[config.mk]
export PLATFORM = sky130hd
export DESIGN_NAME = kpe_top
export DESIGN_NICKNAME = d
export VERILOG_FILES = /design/src/inc/kpe_pkg.sv /design/src/hw/kpe_top.sv
export SDC_FILE = /design/constraint.sdc
export NUM_CORES = 1
export LEC_CHECK = 0
export ABC_AREA = 0
export BUFFER_PORTS_ARGS = -buffer_cell sky130_fd_sc_hd__buf_4
export CORE_ASPECT_RATIO = 0.7
export CORE_MARGIN = 10
export CORE_UTILIZATION = 52
export CTS_CLUSTER_SIZE = 16
export DETAILED_ROUTE_END_ITERATION = 12
export GPL_TIMING_DRIVEN = 0
export PLACE_DENSITY = 0.71
export SLEW_MARGIN = 25
export SYNTH_ARGS = -nofsm -noshare
export SYNTH_HDL_FRONTEND = slang
export SYNTH_SLANG_ARGS = --single-unit
[constraint.sdc]
create_clock -name clock -period 7.7 [get_ports clock]
set_clock_uncertainty 0.1 [all_clocks]
set_input_delay 1.155 -clock clock [delete_from_list [all_inputs] [get_ports clock]]
set_output_delay 1.155 -clock clock [all_outputs]
set_load 0.005 [all_outputs]
[src/inc/kpe_pkg.sv]
// kpe_pkg: constants and types for the keypad entry and trigger output block
// assumes: one 250 MHz clock, all inputs synchronous to it
package kpe_pkg;
    // ************************************************************
    // key codes
    // ************************************************************
    localparam logic [4:0] KEY_D0 = 5'h00; // digits 0..9 are 5'h00..5'h09
    localparam logic [4:0] KEY_D9 = 5'h09;
    localparam logic [4:0] KEY_SIGN = 5'h0A;
    localparam logic [4:0] KEY_INC = 5'h0B;
    localparam logic [4:0] KEY_DEC = 5'h0C;
    localparam logic [4:0] KEY_SHIFT = 5'h0D;
    localparam logic [4:0] KEY_ENTER = 5'h0E;
    localparam logic [4:0] KEY_CANCEL = 5'h0F;
    localparam logic [4:0] KEY_RIGHT = 5'h10;
    localparam logic [4:0] KEY_MANUAL = 5'h11;
    localparam logic [4:0] KEY_BUFFER = 5'h12;
    localparam logic [4:0] KEY_MENU = 5'h13; // rate/waveform/mode/setup menu key
    localparam logic [4:0] KEY_PARAM = 5'h14;
    localparam logic [4:0] KEY_LOCAL = 5'h15;
    // ************************************************************
    // sizes
    // ************************************************************
    localparam int NUM_DIGITS = 5;
    localparam int NUM_PARAMS = 3;
    localparam logic [2:0] LAST_DIGIT = 3'h4;
    localparam logic [1:0] LAST_PARAM = 2'h2;
    localparam logic [3:0] MENU_LAST = 4'h4;
    localparam logic [9:0] BUF_LAST = 10'h3FF;
    // ************************************************************
    // trigger sources and rates
    // ************************************************************
    localparam logic [2:0] SRC_FP = 3'h0;
    localparam logic [2:0] SRC_EXT = 3'h1;
    localparam logic [2:0] SRC_TALK = 3'h2;
    localparam logic [2:0] SRC_GET = 3'h3;
    localparam logic [2:0] SRC_X = 3'h4;
    localparam logic [2:0] RATE_75 = 3'h3; // rates 0..2 slow, 3 and 4 fast
    // ************************************************************
    // timing
    // ************************************************************
    localparam int CLK_MHZ = 250;
    localparam int PULSE_NS = 10000;
    localparam int PULSE_CYC = PULSE_NS * CLK_MHZ / 1000;
    localparam int INVALID_NS = 16;
    localparam int INVALID_CYC = INVALID_NS * CLK_MHZ / 1000;
    typedef enum logic [2:0] {
        ST_NORMAL, ST_MENU, ST_PARAM, ST_INVALID, ST_BUFPROMPT, ST_BUFVIEW
    } kpe_state_t;
endpackage

[src/hw/kpe_top.sv]
// kpe_top: front-panel data key entry and trigger output pulse
// assumes: keys arrive as one-cycle strobes with a code; sequencer gives done pulses
// How it works
// - trigger output low pulse marks completion
// - one-shot mode: pulse after every reading
// - sweep at slow rates: pulse at end
// - sweep at fast rates: pulse after calculations
// - only selected bus command triggers
// - manual key triggers, except in remote
// - buffer view: increment/decrement steps location
// - menus: increment/decrement scroll options
// - shift arms next key, lights indicator
// - second shift press disarms shift
// - unshifted key runs primary function
// - cancel leaves menus, entry, buffer view
// - cursor advances after digit, wraps left
// - cursor-right moves cursor only
// - commit applies all pending edits
// - scroll to next parameter keeps edits pending
// - cancel discards all pending edits
// - range check on scroll and commit
// - invalid returns to rejected parameter
// - zero at buffer prompt selects converter buffer
// - remote locks all keys but local
`timescale 1ns/1ps
module kpe_top (
    input wire logic clock,
    input wire logic sys_rst,
    input wire logic key_valid,
    input wire logic [4:0] key_code,
    input wire logic remote,
    input wire logic sweep_mode,
    input wire logic [2:0] rate_sel,
    input wire logic [2:0] trig_source,
    input wire logic bus_exec,
    input wire logic bus_talk,
    input wire logic bus_get,
    input wire logic reading_done,
    input wire logic sweep_done,
    input wire logic calc_done,
    input wire logic [3:0] param_max,
    output logic trig_out_n,
    output logic trigger,
    output logic shift_led,
    output logic buffer_led,
    output logic [9:0] buf_addr,
    output logic [3:0] menu_index,
    output logic menu_commit,
    output logic invalid_show,
    output logic [2:0] cursor_pos,
    output logic [1:0] param_index,
    output logic [3:0] edit_digit,
    output logic param_commit,
    output logic [59:0] param_active,
    output logic [2:0] disp_mode
);
    // ************************************************************
    // key decode
    // ************************************************************
    kpe_pkg::kpe_state_t state_reg, state_next;
    logic shift_reg;
    logic [3:0] pend [kpe_pkg::NUM_PARAMS][kpe_pkg::NUM_DIGITS];
    logic [3:0] act [kpe_pkg::NUM_PARAMS][kpe_pkg::NUM_DIGITS];
    logic [15:0] inv_cnt_reg;
    logic [15:0] pulse_cnt_reg;
    logic calc_wait_reg;
    wire key_ok = key_valid && (!remote || key_code == kpe_pkg::KEY_LOCAL);
    wire k_digit = key_ok && key_code <= kpe_pkg::KEY_D9;
    wire k_inc = key_ok && key_code == kpe_pkg::KEY_INC;
    wire k_dec = key_ok && key_code == kpe_pkg::KEY_DEC;
    wire k_cancel = key_ok && key_code == kpe_pkg::KEY_CANCEL;
    wire k_enter = key_ok && key_code == kpe_pkg::KEY_ENTER;
    wire k_shift = key_ok && key_code == kpe_pkg::KEY_SHIFT;
    wire k_right = key_ok && key_code == kpe_pkg::KEY_RIGHT;
    wire k_menu = key_ok && key_code == kpe_pkg::KEY_MENU;
    wire k_param = key_ok && key_code == kpe_pkg::KEY_PARAM;
    wire k_buffer = key_ok && key_code == kpe_pkg::KEY_BUFFER;
    // shifted keys fall through to the primary function
    wire k_any_other = key_ok && !k_shift;
    wire in_param = state_reg == kpe_pkg::ST_PARAM;
    wire in_menu = state_reg == kpe_pkg::ST_MENU;
    wire in_bufview = state_reg == kpe_pkg::ST_BUFVIEW;
    wire cur_bad = pend[param_index][0] > param_max;
    // the parameter key steps forward inside its own menu, like increment
    wire p_next = in_param && (k_inc || k_param);
    wire p_step = p_next || (in_param && k_dec);
    wire check = p_step || (in_param && k_enter);
    wire go_bad = check && cur_bad;
    // ************************************************************
    // trigger decode
    // ************************************************************
    wire man_trig = key_ok && key_code == kpe_pkg::KEY_MANUAL;
    wire bus_trig = (trig_source == kpe_pkg::SRC_X && bus_exec)
        || (trig_source == kpe_pkg::SRC_TALK && bus_talk)
        || (trig_source == kpe_pkg::SRC_GET && bus_get);
    wire fast = rate_sel >= kpe_pkg::RATE_75;
    wire calc_arm = sweep_mode && fast && sweep_done;
    wire pulse_hold = pulse_cnt_reg > 16'h0001;
    wire fire_now = (!sweep_mode && reading_done)
        || (sweep_mode && !fast && sweep_done)
        || (calc_wait_reg && calc_done);
    // ************************************************************
    // entry state machine
    // ************************************************************
    always_comb begin
        state_next = state_reg;
        case (state_reg)
            kpe_pkg::ST_NORMAL: begin
                if (k_menu) begin
                    state_next = kpe_pkg::ST_MENU;
                end else if (k_param) begin
                    state_next = kpe_pkg::ST_PARAM;
                end else if (k_buffer) begin
                    state_next = kpe_pkg::ST_BUFPROMPT;
                end
            end
            kpe_pkg::ST_MENU: begin
                if (k_cancel || k_enter) begin
                    state_next = kpe_pkg::ST_NORMAL;
                end
            end
            kpe_pkg::ST_PARAM: begin
                if (k_cancel) begin
                    state_next = kpe_pkg::ST_NORMAL;
                end else if (go_bad) begin
                    state_next = kpe_pkg::ST_INVALID;
                end else if (k_enter) begin
                    state_next = kpe_pkg::ST_NORMAL;
                end
            end
            kpe_pkg::ST_INVALID: begin
                if (inv_cnt_reg == 16'h0000) begin
                    state_next = kpe_pkg::ST_PARAM;
                end
            end
            kpe_pkg::ST_BUFPROMPT: begin
                if (k_cancel) begin
                    state_next = kpe_pkg::ST_NORMAL;
                end else if (k_digit && key_code == kpe_pkg::KEY_D0) begin
                    state_next = kpe_pkg::ST_BUFVIEW;
                end
            end
            kpe_pkg::ST_BUFVIEW: begin
                if (k_cancel) begin
                    state_next = kpe_pkg::ST_NORMAL;
                end
            end
            default: state_next = kpe_pkg::ST_NORMAL;
        endcase
    end
    always_ff @(posedge clock or posedge sys_rst) begin
        if (sys_rst) begin
            state_reg <= kpe_pkg::ST_NORMAL;
        end else begin
            state_reg <= state_next;
        end
    end
    always_ff @(posedge clock or posedge sys_rst) begin
        if (sys_rst) begin
            shift_reg <= 1'b0;
        end else if (k_shift) begin
            shift_reg <= !shift_reg;
        end else if (k_any_other) begin
            shift_reg <= 1'b0;
        end
    end
    always_ff @(posedge clock or posedge sys_rst) begin
        if (sys_rst) begin
            inv_cnt_reg <= 16'h0000;
        end else if (go_bad) begin
            inv_cnt_reg <= 16'(kpe_pkg::INVALID_CYC - 1);
        end else if (inv_cnt_reg != 16'h0000) begin
            inv_cnt_reg <= inv_cnt_reg - 16'h0001;
        end
    end
    // ************************************************************
    // menu and buffer scrolling
    // ************************************************************
    wire menu_up = in_menu && (k_inc || k_menu);
    wire menu_dn = in_menu && k_dec;
    wire [3:0] menu_up_val = menu_index == kpe_pkg::MENU_LAST ? 4'h0 : menu_index + 4'h1;
    wire [3:0] menu_dn_val = menu_index == 4'h0 ? kpe_pkg::MENU_LAST : menu_index - 4'h1;
    wire buf_open = state_reg == kpe_pkg::ST_BUFPROMPT && state_next == kpe_pkg::ST_BUFVIEW;
    wire buf_close = in_bufview && k_cancel;
    wire buf_up = in_bufview && k_inc;
    wire buf_dn = in_bufview && k_dec;
    always_ff @(posedge clock or posedge sys_rst) begin
        if (sys_rst) begin
            menu_index <= 4'h0;
            menu_commit <= 1'b0;
        end else begin
            menu_commit <= in_menu && k_enter;
            if (menu_up) begin
                menu_index <= menu_up_val;
            end else if (menu_dn) begin
                menu_index <= menu_dn_val;
            end
        end
    end
    always_ff @(posedge clock or posedge sys_rst) begin
        if (sys_rst) begin
            buf_addr <= 10'h000;
            buffer_led <= 1'b0;
        end else if (buf_open) begin
            buf_addr <= 10'h000;
            buffer_led <= 1'b1;
        end else if (buf_close) begin
            buffer_led <= 1'b0;
        end else if (buf_up) begin
            buf_addr <= buf_addr + 10'h001;
        end else if (buf_dn) begin
            buf_addr <= buf_addr - 10'h001;
        end
    end
    // ************************************************************
    // numeric entry with pending and active copies
    // ************************************************************
    wire entering = state_reg == kpe_pkg::ST_NORMAL && state_next == kpe_pkg::ST_PARAM;
    wire p_digit = in_param && k_digit;
    wire p_right = in_param && k_right;
    wire p_move = p_step && !cur_bad;
    wire p_commit = in_param && k_enter && !cur_bad;
    wire [2:0] cursor_adv = cursor_pos == kpe_pkg::LAST_DIGIT ? 3'h0 : cursor_pos + 3'h1;
    wire [1:0] pidx_up = param_index == kpe_pkg::LAST_PARAM ? 2'h0 : param_index + 2'h1;
    wire [1:0] pidx_dn = param_index == 2'h0 ? kpe_pkg::LAST_PARAM : param_index - 2'h1;
    always_ff @(posedge clock or posedge sys_rst) begin
        if (sys_rst) begin
            cursor_pos <= 3'h0;
            param_index <= 2'h0;
            param_commit <= 1'b0;
        end else begin
            param_commit <= p_commit;
            if (entering) begin
                cursor_pos <= 3'h0;
                param_index <= 2'h0;
            end else if (p_digit || p_right) begin
                cursor_pos <= cursor_adv;
            end else if (p_move) begin
                cursor_pos <= 3'h0;
                param_index <= p_next ? pidx_up : pidx_dn;
            end
        end
    end
    always_ff @(posedge clock or posedge sys_rst) begin
        if (sys_rst) begin
            for (int p = 0; p < kpe_pkg::NUM_PARAMS; p++) begin
                for (int d = 0; d < kpe_pkg::NUM_DIGITS; d++) begin
                    pend[p][d] <= 4'h0;
                    act[p][d] <= 4'h0;
                end
            end
        end else if (entering) begin
            pend <= act;
        end else if (p_digit) begin
            pend[param_index][cursor_pos] <= key_code[3:0];
        end else if (p_commit) begin
            act <= pend;
        end
    end
    // ************************************************************
    // trigger acceptance and output pulse
    // ************************************************************
    always_ff @(posedge clock or posedge sys_rst) begin
        if (sys_rst) begin
            trigger <= 1'b0;
        end else begin
            trigger <= man_trig || bus_trig;
        end
    end
    always_ff @(posedge clock or posedge sys_rst) begin
        if (sys_rst) begin
            calc_wait_reg <= 1'b0;
        end else if (calc_arm) begin
            calc_wait_reg <= 1'b1;
        end else if (calc_done) begin
            calc_wait_reg <= 1'b0;
        end
    end
    always_ff @(posedge clock or posedge sys_rst) begin
        if (sys_rst) begin
            pulse_cnt_reg <= 16'h0000;
        end else if (fire_now) begin
            pulse_cnt_reg <= 16'(kpe_pkg::PULSE_CYC);
        end else if (pulse_cnt_reg != 16'h0000) begin
            pulse_cnt_reg <= pulse_cnt_reg - 16'h0001;
        end
    end
    // ************************************************************
    // outputs
    // ************************************************************
    always_ff @(posedge clock or posedge sys_rst) begin
        if (sys_rst) begin
            trig_out_n <= 1'b1;
        end else begin
            trig_out_n <= !(fire_now || pulse_hold);
        end
    end
    assign shift_led = shift_reg;
    assign invalid_show = state_reg == kpe_pkg::ST_INVALID;
    assign edit_digit = pend[param_index][cursor_pos];
    assign disp_mode = 3'(state_reg);
    for (genvar p = 0; p < kpe_pkg::NUM_PARAMS; p++) begin : g_p
        for (genvar d = 0; d < kpe_pkg::NUM_DIGITS; d++) begin : g_d
            assign param_active[(p * kpe_pkg::NUM_DIGITS + d) * 4 +: 4] = act[p][d];
        end
    end
endmodule // kpe_top

# Word level (Yosys, flattened, before mapping)
# Index checks and enable logic that the tools add are counted.
[word_totals]
inputBits = 26
ff_bits = 181
wordCells = 225
[op_classes]
order_cmp = 8
reduce_logical = 81
n_eq_ne = 26
n_bitwise = 4
muxes = 53
n_addsub = 9
[op_table]
columns = ["operator", "count"]
rows = [
  ["$mux 60", 2],
  ["$mux 16", 4],
  ["$bwmux 60", 1],
  ["$mux 20", 3],
  ["$mux 3", 15],
  ["$logic_and 1x1->1", 41],
  ["$bmux 20 s2", 1],
  ["$demux 20 s2", 1],
  ["$mux 10", 4],
  ["$reduce_bool 16->1", 2],
  ["$sub 16x1->16 const B", 2],
  ["$eq 5x5->1 const B", 6],
  ["$mux 4", 7],
  ["$eq 5x4->1 const B", 5],
  ["$pmux 3 s6", 1],
  ["$gt 16x1->1 const B", 1],
  ["$logic_not 16->1", 1],
  ["$reduce_bool 2->1", 8],
  ["$eq 3x2->1 const B", 5],
  ["$eq 3x3->1 const B", 5],
  ["$logic_or 1x1->1", 13],
  ["$bmux 4 s3", 1],
  ["$demux 4 s3", 1],
  ["$mux 2", 6],
  ["30 further kinds", 45],
]

# Depth between registers and ports, before layout
# Gate-level depths: netlist of the first run.
[logic_depth]
word_depth = 16
depth_mapped = 13

# Worst setup path after synthesis of the first run
# No wires, ideal clock.
[synth_timing]
path_kind = "input to register"
from = "input port key_code[0]"
to = "register buf_addr[8]"
stages = 10
setup_slack_ns = 4.015
path_buffers = 1
arrival_ns = 3.459
cell_sequence = "clkbuf_1 -> and3b_1 -> nand4_1 -> ha_1 -> nor2b_1 -> o21ai_0 -> a21oi_1 -> o41ai_1 -> mux2i_1 -> a21oi_2"
[synth_between]
elab_chain_len = 16
elab_cells_between_ends = 51
[synth_rtl]
columns = ["item", "line", "rtl"]
rows = [
  ["from (decl)", "kpe_top.sv:30", "input wire logic [4:0] key_code,"],
  ["$eq 5x5->1", "kpe_top.sv:67", "wire key_ok = key_valid && (!remote || key_code == kpe_pkg::KEY_LOCAL);"],
  ["$logic_or 1x1->1", "kpe_top.sv:67", ""],
  ["$logic_and 1x1->1", "kpe_top.sv:67", ""],
  ["$logic_and 1x1->1 (on tied branches)", "kpe_top.sv:69, kpe_top.sv:76", ""],
  ["$logic_or 1x1->1", "kpe_top.sv:85", "wire p_next = in_param && (k_inc || k_param);"],
  ["$logic_and 1x1->1", "kpe_top.sv:85", ""],
  ["$logic_or 1x1->1", "kpe_top.sv:86", "wire p_step = p_next || (in_param && k_dec);"],
  ["$logic_or 1x1->1", "kpe_top.sv:87", "wire check = p_step || (in_param && k_enter);"],
  ["$logic_and 1x1->1", "kpe_top.sv:88", "wire go_bad = check && cur_bad;"],
  ["$mux 3", "kpe_top.sv:125", "end else if (go_bad) begin"],
  ["$mux 3", "kpe_top.sv:123", "if (k_cancel) begin"],
  ["$pmux 3 s6", "kpe_top.sv:107", "case (state_reg)"],
  ["$eq 3x3->1", "kpe_top.sv:183", "wire buf_open = state_reg == kpe_pkg::ST_BUFPROMPT && state_next == kpe_pkg::ST_BUFVIEW;"],
  ["$logic_and 1x1->1", "kpe_top.sv:183", ""],
  ["$ne 2x2->1 (no line) or $reduce_bool 3->1 (tied branches)", "--", ""],
  ["$reduce_and 2->1 (no line)", "--", ""],
  ["to (signal assigned)", "kpe_top.sv:210", "buf_addr <= buf_addr + 10'h001;"],
  ["to (signal assigned)", "kpe_top.sv:212", "buf_addr <= buf_addr - 10'h001;"],
  ["to (decl)", "kpe_top.sv:46", "output logic [9:0] buf_addr,"],
]
# Several ways; a longest one is shown, not always the timed one. The select of a mux whose other input is x is not followed.
# A chain may end at the register's enable or synchronous reset.

# Worst setup path after layout of the first run
[layout_timing]
from = "register param_index[1]"
to = "register act, in the netlist param_active[43]"
[layout_between]
elab_chain_len = 13
elab_cells_between_ends = 15
[layout_rtl]
columns = ["item", "line", "rtl"]
rows = [
  ["from (decl)", "kpe_top.sv:51", "output logic [1:0] param_index,"],
  ["from (signal assigned)", "kpe_top.sv:240", "param_index <= p_next ? pidx_up : pidx_dn;"],
  ["$not 2->3 (implied by the code) *", "kpe_top.sv:83", "wire cur_bad = pend[param_index][0] > param_max;"],
  ["$bmux 20 s2 *", "kpe_top.sv:83", ""],
  ["$mux 20 (implied by the code) * (2 in series)", "kpe_top.sv:83", ""],
  ["$gt 4x4->1 *", "kpe_top.sv:83", ""],
  ["$logic_and 1x1->1", "kpe_top.sv:88", ""],
  ["$mux 3", "kpe_top.sv:125", ""],
  ["$mux 3", "kpe_top.sv:123", ""],
  ["$pmux 3 s6", "kpe_top.sv:107", ""],
  ["$eq 3x2->1", "kpe_top.sv:218", "wire entering = state_reg == kpe_pkg::ST_NORMAL && state_next == kpe_pkg::ST_PARAM;"],
  ["$logic_and 1x1->1", "kpe_top.sv:218", ""],
  ["$not 1->1 (no line)", "--", ""],
  ["$reduce_and 3->1 (no line) *", "--", ""],
  ["to (signal assigned)", "kpe_top.sv:257", "act <= pend;"],
  ["to (decl)", "kpe_top.sv:63", "logic [3:0] act [kpe_pkg::NUM_PARAMS][kpe_pkg::NUM_DIGITS];"],
]
# Mark *: on every way between the ends. The rest lies on a longest branch, timed or not. The select of a mux whose other input is x is not followed.

==> results of run 1 <==
[logic make-up (layout without fill, tap and decap cells)]
logic type	Yosys count	in the layout	share of synthesized area (%)
adder cells (fa/ha/maj)	23	23	3.091
AND/OR/NAND/NOR	323	323	17.52
buffers and inverters	78	227	3.274
flip-flops	181	181	47.42
XOR/XNOR	31	31	2.842
AO/OA/AOI/OAI	187	187	13.38
multiplexers	106	106	12.47
[cells in the final DEF (no fill, tap or decap), types with 5 or more instances in the layout]
cell,netlist,final
o22ai_1,5,5
inv_1,25,24
a21o_1,14,14
a22o_1,7,7
xnor2_1,18,18
ha_1,22,22
a221o_1,5,5
nor2_1,61,61
buf_2,10,10
a21oi_1,28,28
inv_8,0,6
buf_1,5,5
nand2_1,96,96
buf_4,0,116
a22oi_1,19,19
clkbuf_1,34,34
or3_1,12,12
nor3_1,23,22
nand3b_1,7,7
clkbuf_16,0,17
nand4_1,5,5
mux2_2,64,64
a31oi_1,5,5
nand3_1,40,40
nand2b_1,18,18
mux2i_1,38,38
xor2_1,13,13
nor2b_1,9,9
or4_1,8,8
o21a_1,7,7
o211ai_1,13,13
o21ai_0,51,51
nor4_1,14,14
dfrtp_1,180,180
[layout make-up]
class	instances	area (um^2)	share of cell area, %
well taps	236	295.3	2.601
plain buffers	50	207.7	1.830
multi-input cells	670	4716	41.55
clock inverters	13	137.6	1.213
repair buffers	117	898.4	7.914
inverters	28	112.6	0.9921
flip-flops and latches	181	4531	39.91
clock buffers	19	452.9	3.990
[power by group through the flow]
| stage | Sequential, mW | Combinational (mW) | Clock (mW) |
|---|---|---|---|
| 6_report | 1.18 | 0.718 | 0.878 |
| 5_1_grt | 1.19 | 0.791 | 0.931 |
| 4_1_cts | 1.17 | 0.708 | 0.888 |
| 3_5_place_dp | 1.19 | 0.705 | 0 |
| 3_3_place_gp | 1.19 | 0.688 | 0 |
| 2_1_floorplan | 1.15 | 0.472 | 0 |
[worst reg2reg max path: cells and delay by family, from the launching register on]
kind / cells / cell delay, ps
AOI/OAI and AO/OA: 3 / 510
adders and majority gates: 1 / 300
buffers and inverters: 3 / 1480
DFF: 1 / 410
muxes: 1 / 390
and+or+nand+nor: 5 / 1390
[layer usage]
layer,track usage [%],routed length (um),vias to the layer above
li1,-,-,3652
met1,32.81,13320,3905
met2,32.32,11710,325
met3,6.196,2245,18
met4,4.552,210,0
met5,0,0,-
[final timing paths]
path | start | end | slack [ps] | depth (start not counted)
setup / recovery | param_index[1] | param_active[43] | 3000 | 13
hold reg to reg | pulse_cnt_reg[2] | trig_out_n | 380 | 1
hold / removal | pulse_cnt_reg[2] | trig_out_n | 380 | 1
setup reg to reg | param_index[1] | param_active[43] | 3000 | 13
max in group asynchronous | sys_rst | trig_out_n | 5920 | 3
min in group asynchronous | sys_rst | param_active[2] | 690 | 2
[per-stage QoR]
step	std cells	hold slack (ps)
6_report	1314	381.9
3_3_place_gp	1281	365.8
3_5_place_dp	1282	350.8
5_1_grt	1314	406.3
4_1_cts	1314	374.3
2_1_floorplan	929	320.5
==> impl_summary.log, run 1 <==
[metrics] async set-or-reset flop fraction in the synthesized netlist: 100.0%
[metrics] minimum period implied by the final worst setup slack: 4704 ps
[metrics] Synthesized Nets: 978
[metrics] final antenna-violating net count: 0
[metrics] count leader, synth: dfrtp_1
[metrics] clock edge transition at the registers on the reported setup and hold paths: 70 ps
[metrics] overall die height: 133.4 um
[metrics] Starting Density: 53.06%
[metrics] internal power contribution: 1.826 mW
[metrics] peak supply drop: 134.6 uV
[metrics] number of standard cells after synthesis: 929
[metrics] global-route wire length before repair: 43420 um
[metrics] ratio of cells with drive above 1 in the final layout: 23.65%
[metrics] CP bufs+invs: 3
[metrics] kind of cell adding the most delay to the critical path: buffers and inverters
[metrics] TritonCTS clock tree: built
[metrics] final hold violations: 0
[metrics] Starting DRT DRC Count: 804
[metrics] leading area contributor after synthesis: dfrtp_1
[metrics] Worst Path Required: 7910 ps
[metrics] number of buffers inserted during clock tree synthesis: 17
[metrics] worst-case setup slack after placement: 3125 ps
[metrics] classification of the worst setup path: flop to flop
[metrics] Post-route DRC: 0
[metrics] vias in the first global route: 7675
[metrics] number of storage elements in the synthesis netlist: 181
[metrics] RSZ-0062 raised after global routing: false
[metrics] element type at the critical path start: flop
[metrics] Worst Setup Slack, final: 2996 ps
[metrics] Syn Std Cell Area: 9554 um^2
[metrics] Total Routing Usage GR: 22.41%
[metrics] fill cell total of the finished layout: 1480
[metrics] Design Power: 2.773 mW
[metrics] number of flops mapped to enable cells by yosys: 0
[metrics] leakage power: 5.293 nW
[metrics] final antenna diode count: 0
[metrics] grt total ovfl: 0
[metrics] Setup Viol. Count Final: 0
[metrics] worst min-delay path class: flop to flop
[metrics] arrival time of data at the critical path endpoint: 4920 ps
[metrics] final setup TNS: 0 ps
[metrics] Row Count: 41
[metrics] Post-CTS Hold Buffers: 0
[metrics] Synth area leaders: dfrtp_1 (47%), mux2_2 (7.5%), mux2i_1 (4.0%)
[metrics] floorplan core area: 18010 um^2
[metrics] power per unit of standard cell area: 244.3 nW/um^2
[metrics] area enclosed by the die boundary: 24280 um^2
[metrics] Chip Width: 182.0 um
[metrics] proportion of total power due to net switching: 34.15%
[metrics] post-CTS repair timing setup buffer count: 0
[metrics] final wirelength: 27490 um
[metrics] average cell area after synthesis: 10.28 um^2
[metrics] pin count of the biggest net entering global routing: 97
[metrics] share of the cycle needed by the critical path after routing: 61.09%
[metrics] power share of the combinational group: 25.9%
[metrics] iteration count of the initial detailed-routing pass: 7
[metrics] number of cells upsized or downsized after cts: 0
[metrics] total I/O pin count: 119
[metrics] status: complete, no violations
[metrics] final design area excluding fillers: 11350 um^2
[metrics] maximum fanout encountered on the critical timing path: 10
[metrics] sequential-to-total area share from yosys stat: 47.42%
[metrics] biggest cell delay along the critical path: 790 ps
[metrics] clock latency reported for the late side of the worst-skew pair: 430 ps
[metrics] via count: 7900
[metrics] share of total power in sequential cells: 42.5%
[metrics] CP Capture Type: flop
[metrics] number of antenna violations at the first check in global routing: 0
[metrics] post-DR wirelength/cell: 20.92 um
[metrics] Root Driver: clkbuf_16
[metrics] Final HPWL DP: 20100 um
[metrics] Net Switching: 0.9472 mW
[metrics] weighted congestion reported at the end of routability-driven placement: 1.007
[metrics] Bufs on Longest Clock Path: 2
[metrics] most common flop cell mapped by yosys: dfrtp_1
[metrics] number of H-tree levels: 4
[metrics] Yosys Warn Count: 0
[metrics] area share of the largest cell type after synthesis: 47.15%
[metrics] Final Max Slew Viols: 0
[metrics] CP Cell Sequence: clkbuf_1, nor2b_1, clkbuf_1, nand2_1, o21ai_0, ha_1, nor2b_1, o21ai_0, a32o_1, nand2_1, nor3_1, buf_2, mux2_2
[metrics] share of total power in the clock network: 31.6%
[metrics] final standard cell utilization of the core: 63.04%
[metrics] instance area at placement: 10760 um^2
[metrics] Crit-path slowest cell: nor3_1
[metrics] clock tree sinks: 181
[metrics] layout overhead on the synthesized area: 18.81%
[metrics] synth cell count leaders: dfrtp_1 (180), nand2_1 (96), mux2_2 (64)
[metrics] slew at the pin closest to its max-slew limit: 1023 ps
[metrics] Distinct cells, synth: 73
[metrics] maxcap violations: 0
[metrics] relative slew slack: 31.19%
[metrics] highest clock rate: 212.6 MHz
[metrics] Port Buffers: 116
[metrics] fin nets: 1114
[metrics] Vias/cell: 6.012
Note: power is estimated with default switching activity, not from simulation.
==> run 2, diff against run 1 <==
--- a/config.mk
+++ b/config.mk
@@ -13,7 +13,7 @@
 export CTS_CLUSTER_SIZE = 16
 export DETAILED_ROUTE_END_ITERATION = 12
 export GPL_TIMING_DRIVEN = 0
-export PLACE_DENSITY = 0.71
+export PLACE_DENSITY = 0.74
 export SLEW_MARGIN = 25
 export SYNTH_ARGS = -nofsm -noshare
 export SYNTH_HDL_FRONTEND = slang
==> constraint.sdc (replaced) <==
create_clock -name clock -period 4.1 [get_ports clock]
set_clock_uncertainty 0.1 [all_clocks]
set_input_delay 0.615 -clock clock [delete_from_list [all_inputs] [get_ports clock]]
set_output_delay 0.615 -clock clock [all_outputs]
set_load 0.005 [all_outputs]
==> impl_summary.log, run 2 (synthesized netlist as in run 1, its figures left out) <==
[metrics] most common cell after layout, fill and taps aside: dfrtp_1
[metrics] Placed Cells incl. Taps: 1287 (+0.39%)
[metrics] layout overhead on the synthesized area: 20.05%
[metrics] fin nets: 1119 (+0.45%)
[metrics] CP Capture Type: flop
[metrics] number of H-tree levels: 4 (unchanged)
[metrics] Reg2Reg Depth: 12 (-1)
[metrics] Total Routing Usage GR: 22.52% (+0.10 points)
[metrics] classification of the worst setup path: flop to flop
[metrics] Post-Layout Cell Count: 1319 (+0.38%)
[metrics] RSZ-0062 raised after global routing: false
[metrics] Final Max Slew Viols: 0 (unchanged)
[metrics] maximum fanout encountered on the critical timing path: 10 (unchanged)
[metrics] Vias/cell: 6.060 (+0.79%)
[metrics] relative slew slack: 27.84% (-3.4 points)
[metrics] via count: 7993 (+1.2%)
[metrics] post-CTS repair timing setup buffer count: 0 (unchanged)
[metrics] commonest non-fill, non-tap cells in the layout: dfrtp_1 (180), buf_4 (116), nand2_1 (96)
[metrics] Root Driver: clkbuf_16
[metrics] final antenna-violating net count: 0 (unchanged)
[metrics] vias in the first global route: 7719 (+0.57%)
[metrics] arrival time of data at the critical path endpoint: 4150 ps (-770 ps)
[metrics] number of antenna violations at the first check in global routing: 0 (unchanged)
[metrics] minimum period implied by the final worst setup slack: 3923 ps (-781.2 ps)
[metrics] final wirelength: 27640 um (+0.53%)
[metrics] number of buffers inserted during clock tree synthesis: 17 (unchanged)
[metrics] weighted congestion reported at the end of routability-driven placement: 0.9734 (-3.4%)
[metrics] Bufs on Longest Clock Path: 2 (unchanged)
[metrics] Worst Path Required: 4330 ps (-3580 ps)
[metrics] peak supply drop: 363.8 uV (+170%)
[metrics] area enclosed by the die boundary: 24280 um^2 (unchanged)
[metrics] leakage power: 5.337 nW (+0.82%)
[metrics] pin count of the biggest net entering global routing: 32 (-67%)
[metrics] clock latency reported for the late side of the worst-skew pair: 450 ps (+20 ps)
[metrics] overall die height: 133.4 um (unchanged)
[metrics] Row Count: 41 (unchanged)
[metrics] final standard cell utilization of the core: 63.70% (+0.66 points)
[metrics] Starting Density: 53.06% (unchanged)
[metrics] Final HPWL DP: 20470 um (+1.8%)
[metrics] final antenna diode count: 0 (unchanged)
[metrics] highest clock rate: 254.9 MHz (+20%)
[metrics] clock edge transition at the registers on the reported setup and hold paths: 70 ps (about the same)
[metrics] setup slack of the most critical reg-to-reg path: 180 ps (-2820 ps)
[metrics] instance area at placement: 10850 um^2 (+0.90%)
[metrics] global-route wire length before repair: 43600 um (+0.41%)
[metrics] final hold violations: 0 (unchanged)
[metrics] worst min-delay path class: input port to async pin
[metrics] iteration count of the initial detailed-routing pass: 5 (-2)
[metrics] ratio of cells with drive above 1 in the final layout: 24.19% (+0.54 points)
[metrics] fill cell total of the finished layout: 1461 (-1.3%)
[metrics] floorplan core area: 18010 um^2 (unchanged)
[metrics] post-DR wirelength/cell: 20.95 um (+0.15%)
[metrics] Post-route DRC: 0 (unchanged)
[metrics] final design area excluding fillers: 11470 um^2 (+1.0%)
[metrics] Chip Width: 182.0 um (unchanged)
[metrics] Port Buffers: 116 (unchanged)
[metrics] total I/O pin count: 119 (unchanged)
[metrics] maxcap violations: 0 (unchanged)
[metrics] slew at the pin closest to its max-slew limit: 1074 ps (+51.45 ps)
[metrics] grt total ovfl: 0 (unchanged)
[metrics] status: complete, no violations
[metrics] Starting DRT DRC Count: 844 (+5.0%)
[metrics] Setup Viol. Count Final: 0 (unchanged)
[metrics] element type at the critical path start: flop
[metrics] clock tree sinks: 181 (unchanged)
[metrics] power per unit of standard cell area: 457.9 nW/um^2 (+87%)
[metrics] share of the cycle needed by the critical path after routing: 95.68% (+35 points)
[metrics] TritonCTS clock tree: built
-- run 2: cell types whose count changed in the layout (fill, tap and decap cells not counted), sizes merged --
cell      delta
clkbuf       +3
clkinvlp     +2
clkinv       +1
inv          -3
buf          +2
-- run 2: per-layer routing --
layer  track usage, %  vias to the layer above  part of all wire [%]
met5                0                        -                     0
met2            31.99                      332                    42
li1                 -                     3644                     -
met4            4.507                        0                   1.0
met1            33.32                     3991                    48
met3            6.304                       26                   9.0
-- run 2: critical path, cell delays in order, from the launching register on --
cell and delay, ps:
dfrtp_1 470, clkbuf_1 320, buf_2 380, mux2i_1 240, o21ai_0 130, ha_1 320, nor2b_1 130, o21ai_0 160
a32o_1 270, nand2_1 120, nor3_4 370, buf_2 410, mux2_2 380
-- run 2: worst paths after layout --
| kind | startpoint | end |
|---|---|---|
| max | param_index[0] | param_active[51] |
| max in group asynchronous | sys_rst | param_active[41] |
| max reg2reg | param_index[0] | param_active[51] |
| min | sys_rst | param_commit |
| min reg2reg | pulse_cnt_reg[2] | trig_out_n |
| min in group clock | calc_done | calc_wait_reg |
-- run 2: repair_timing --
item,4_1_cts,5_1_grt
setup endpoints to repair,69,68
endpoints found under the hold margin,0,0
pin swaps,0,1
hold buffers,0,0
gates resized for setup,3,5
-- run 2: layout make-up --
type	instances	area [um^2]	share of cell area (%)
sequential	181	4531	39.50
timing repair buffer	122	998.5	8.705
multi-input combinational	670	4722	41.17
inverter	28	108.9	0.9490
clock buffer	19	452.9	3.949
tap	236	295.3	2.574
buffer	50	217.7	1.898
clock inverter	13	143.9	1.254
-- run 2: metrics by stage --
step	TNS (ps)	hold slack, ps	power (mW)	setup slack, ps
2_1_floorplan	0	320.5	3.055	693.1
3_3_place_gp	-50290	364.1	3.531	-609.6
3_5_place_dp	-35480	350.6	3.575	-632.4
4_1_cts	0	160.9	5.232	76.50
5_1_grt	0	188.0	5.502	8.255
6_report	0	141.4	5.252	177.0
-- run 2: where the power goes --
group	total [mW]	switching, mW	internal [mW]	leakage, nW
registers	2.22	0.227	1.99	2.41
logic	1.38	0.824	0.556	2.64
clock network	1.65	0.762	0.889	0.283
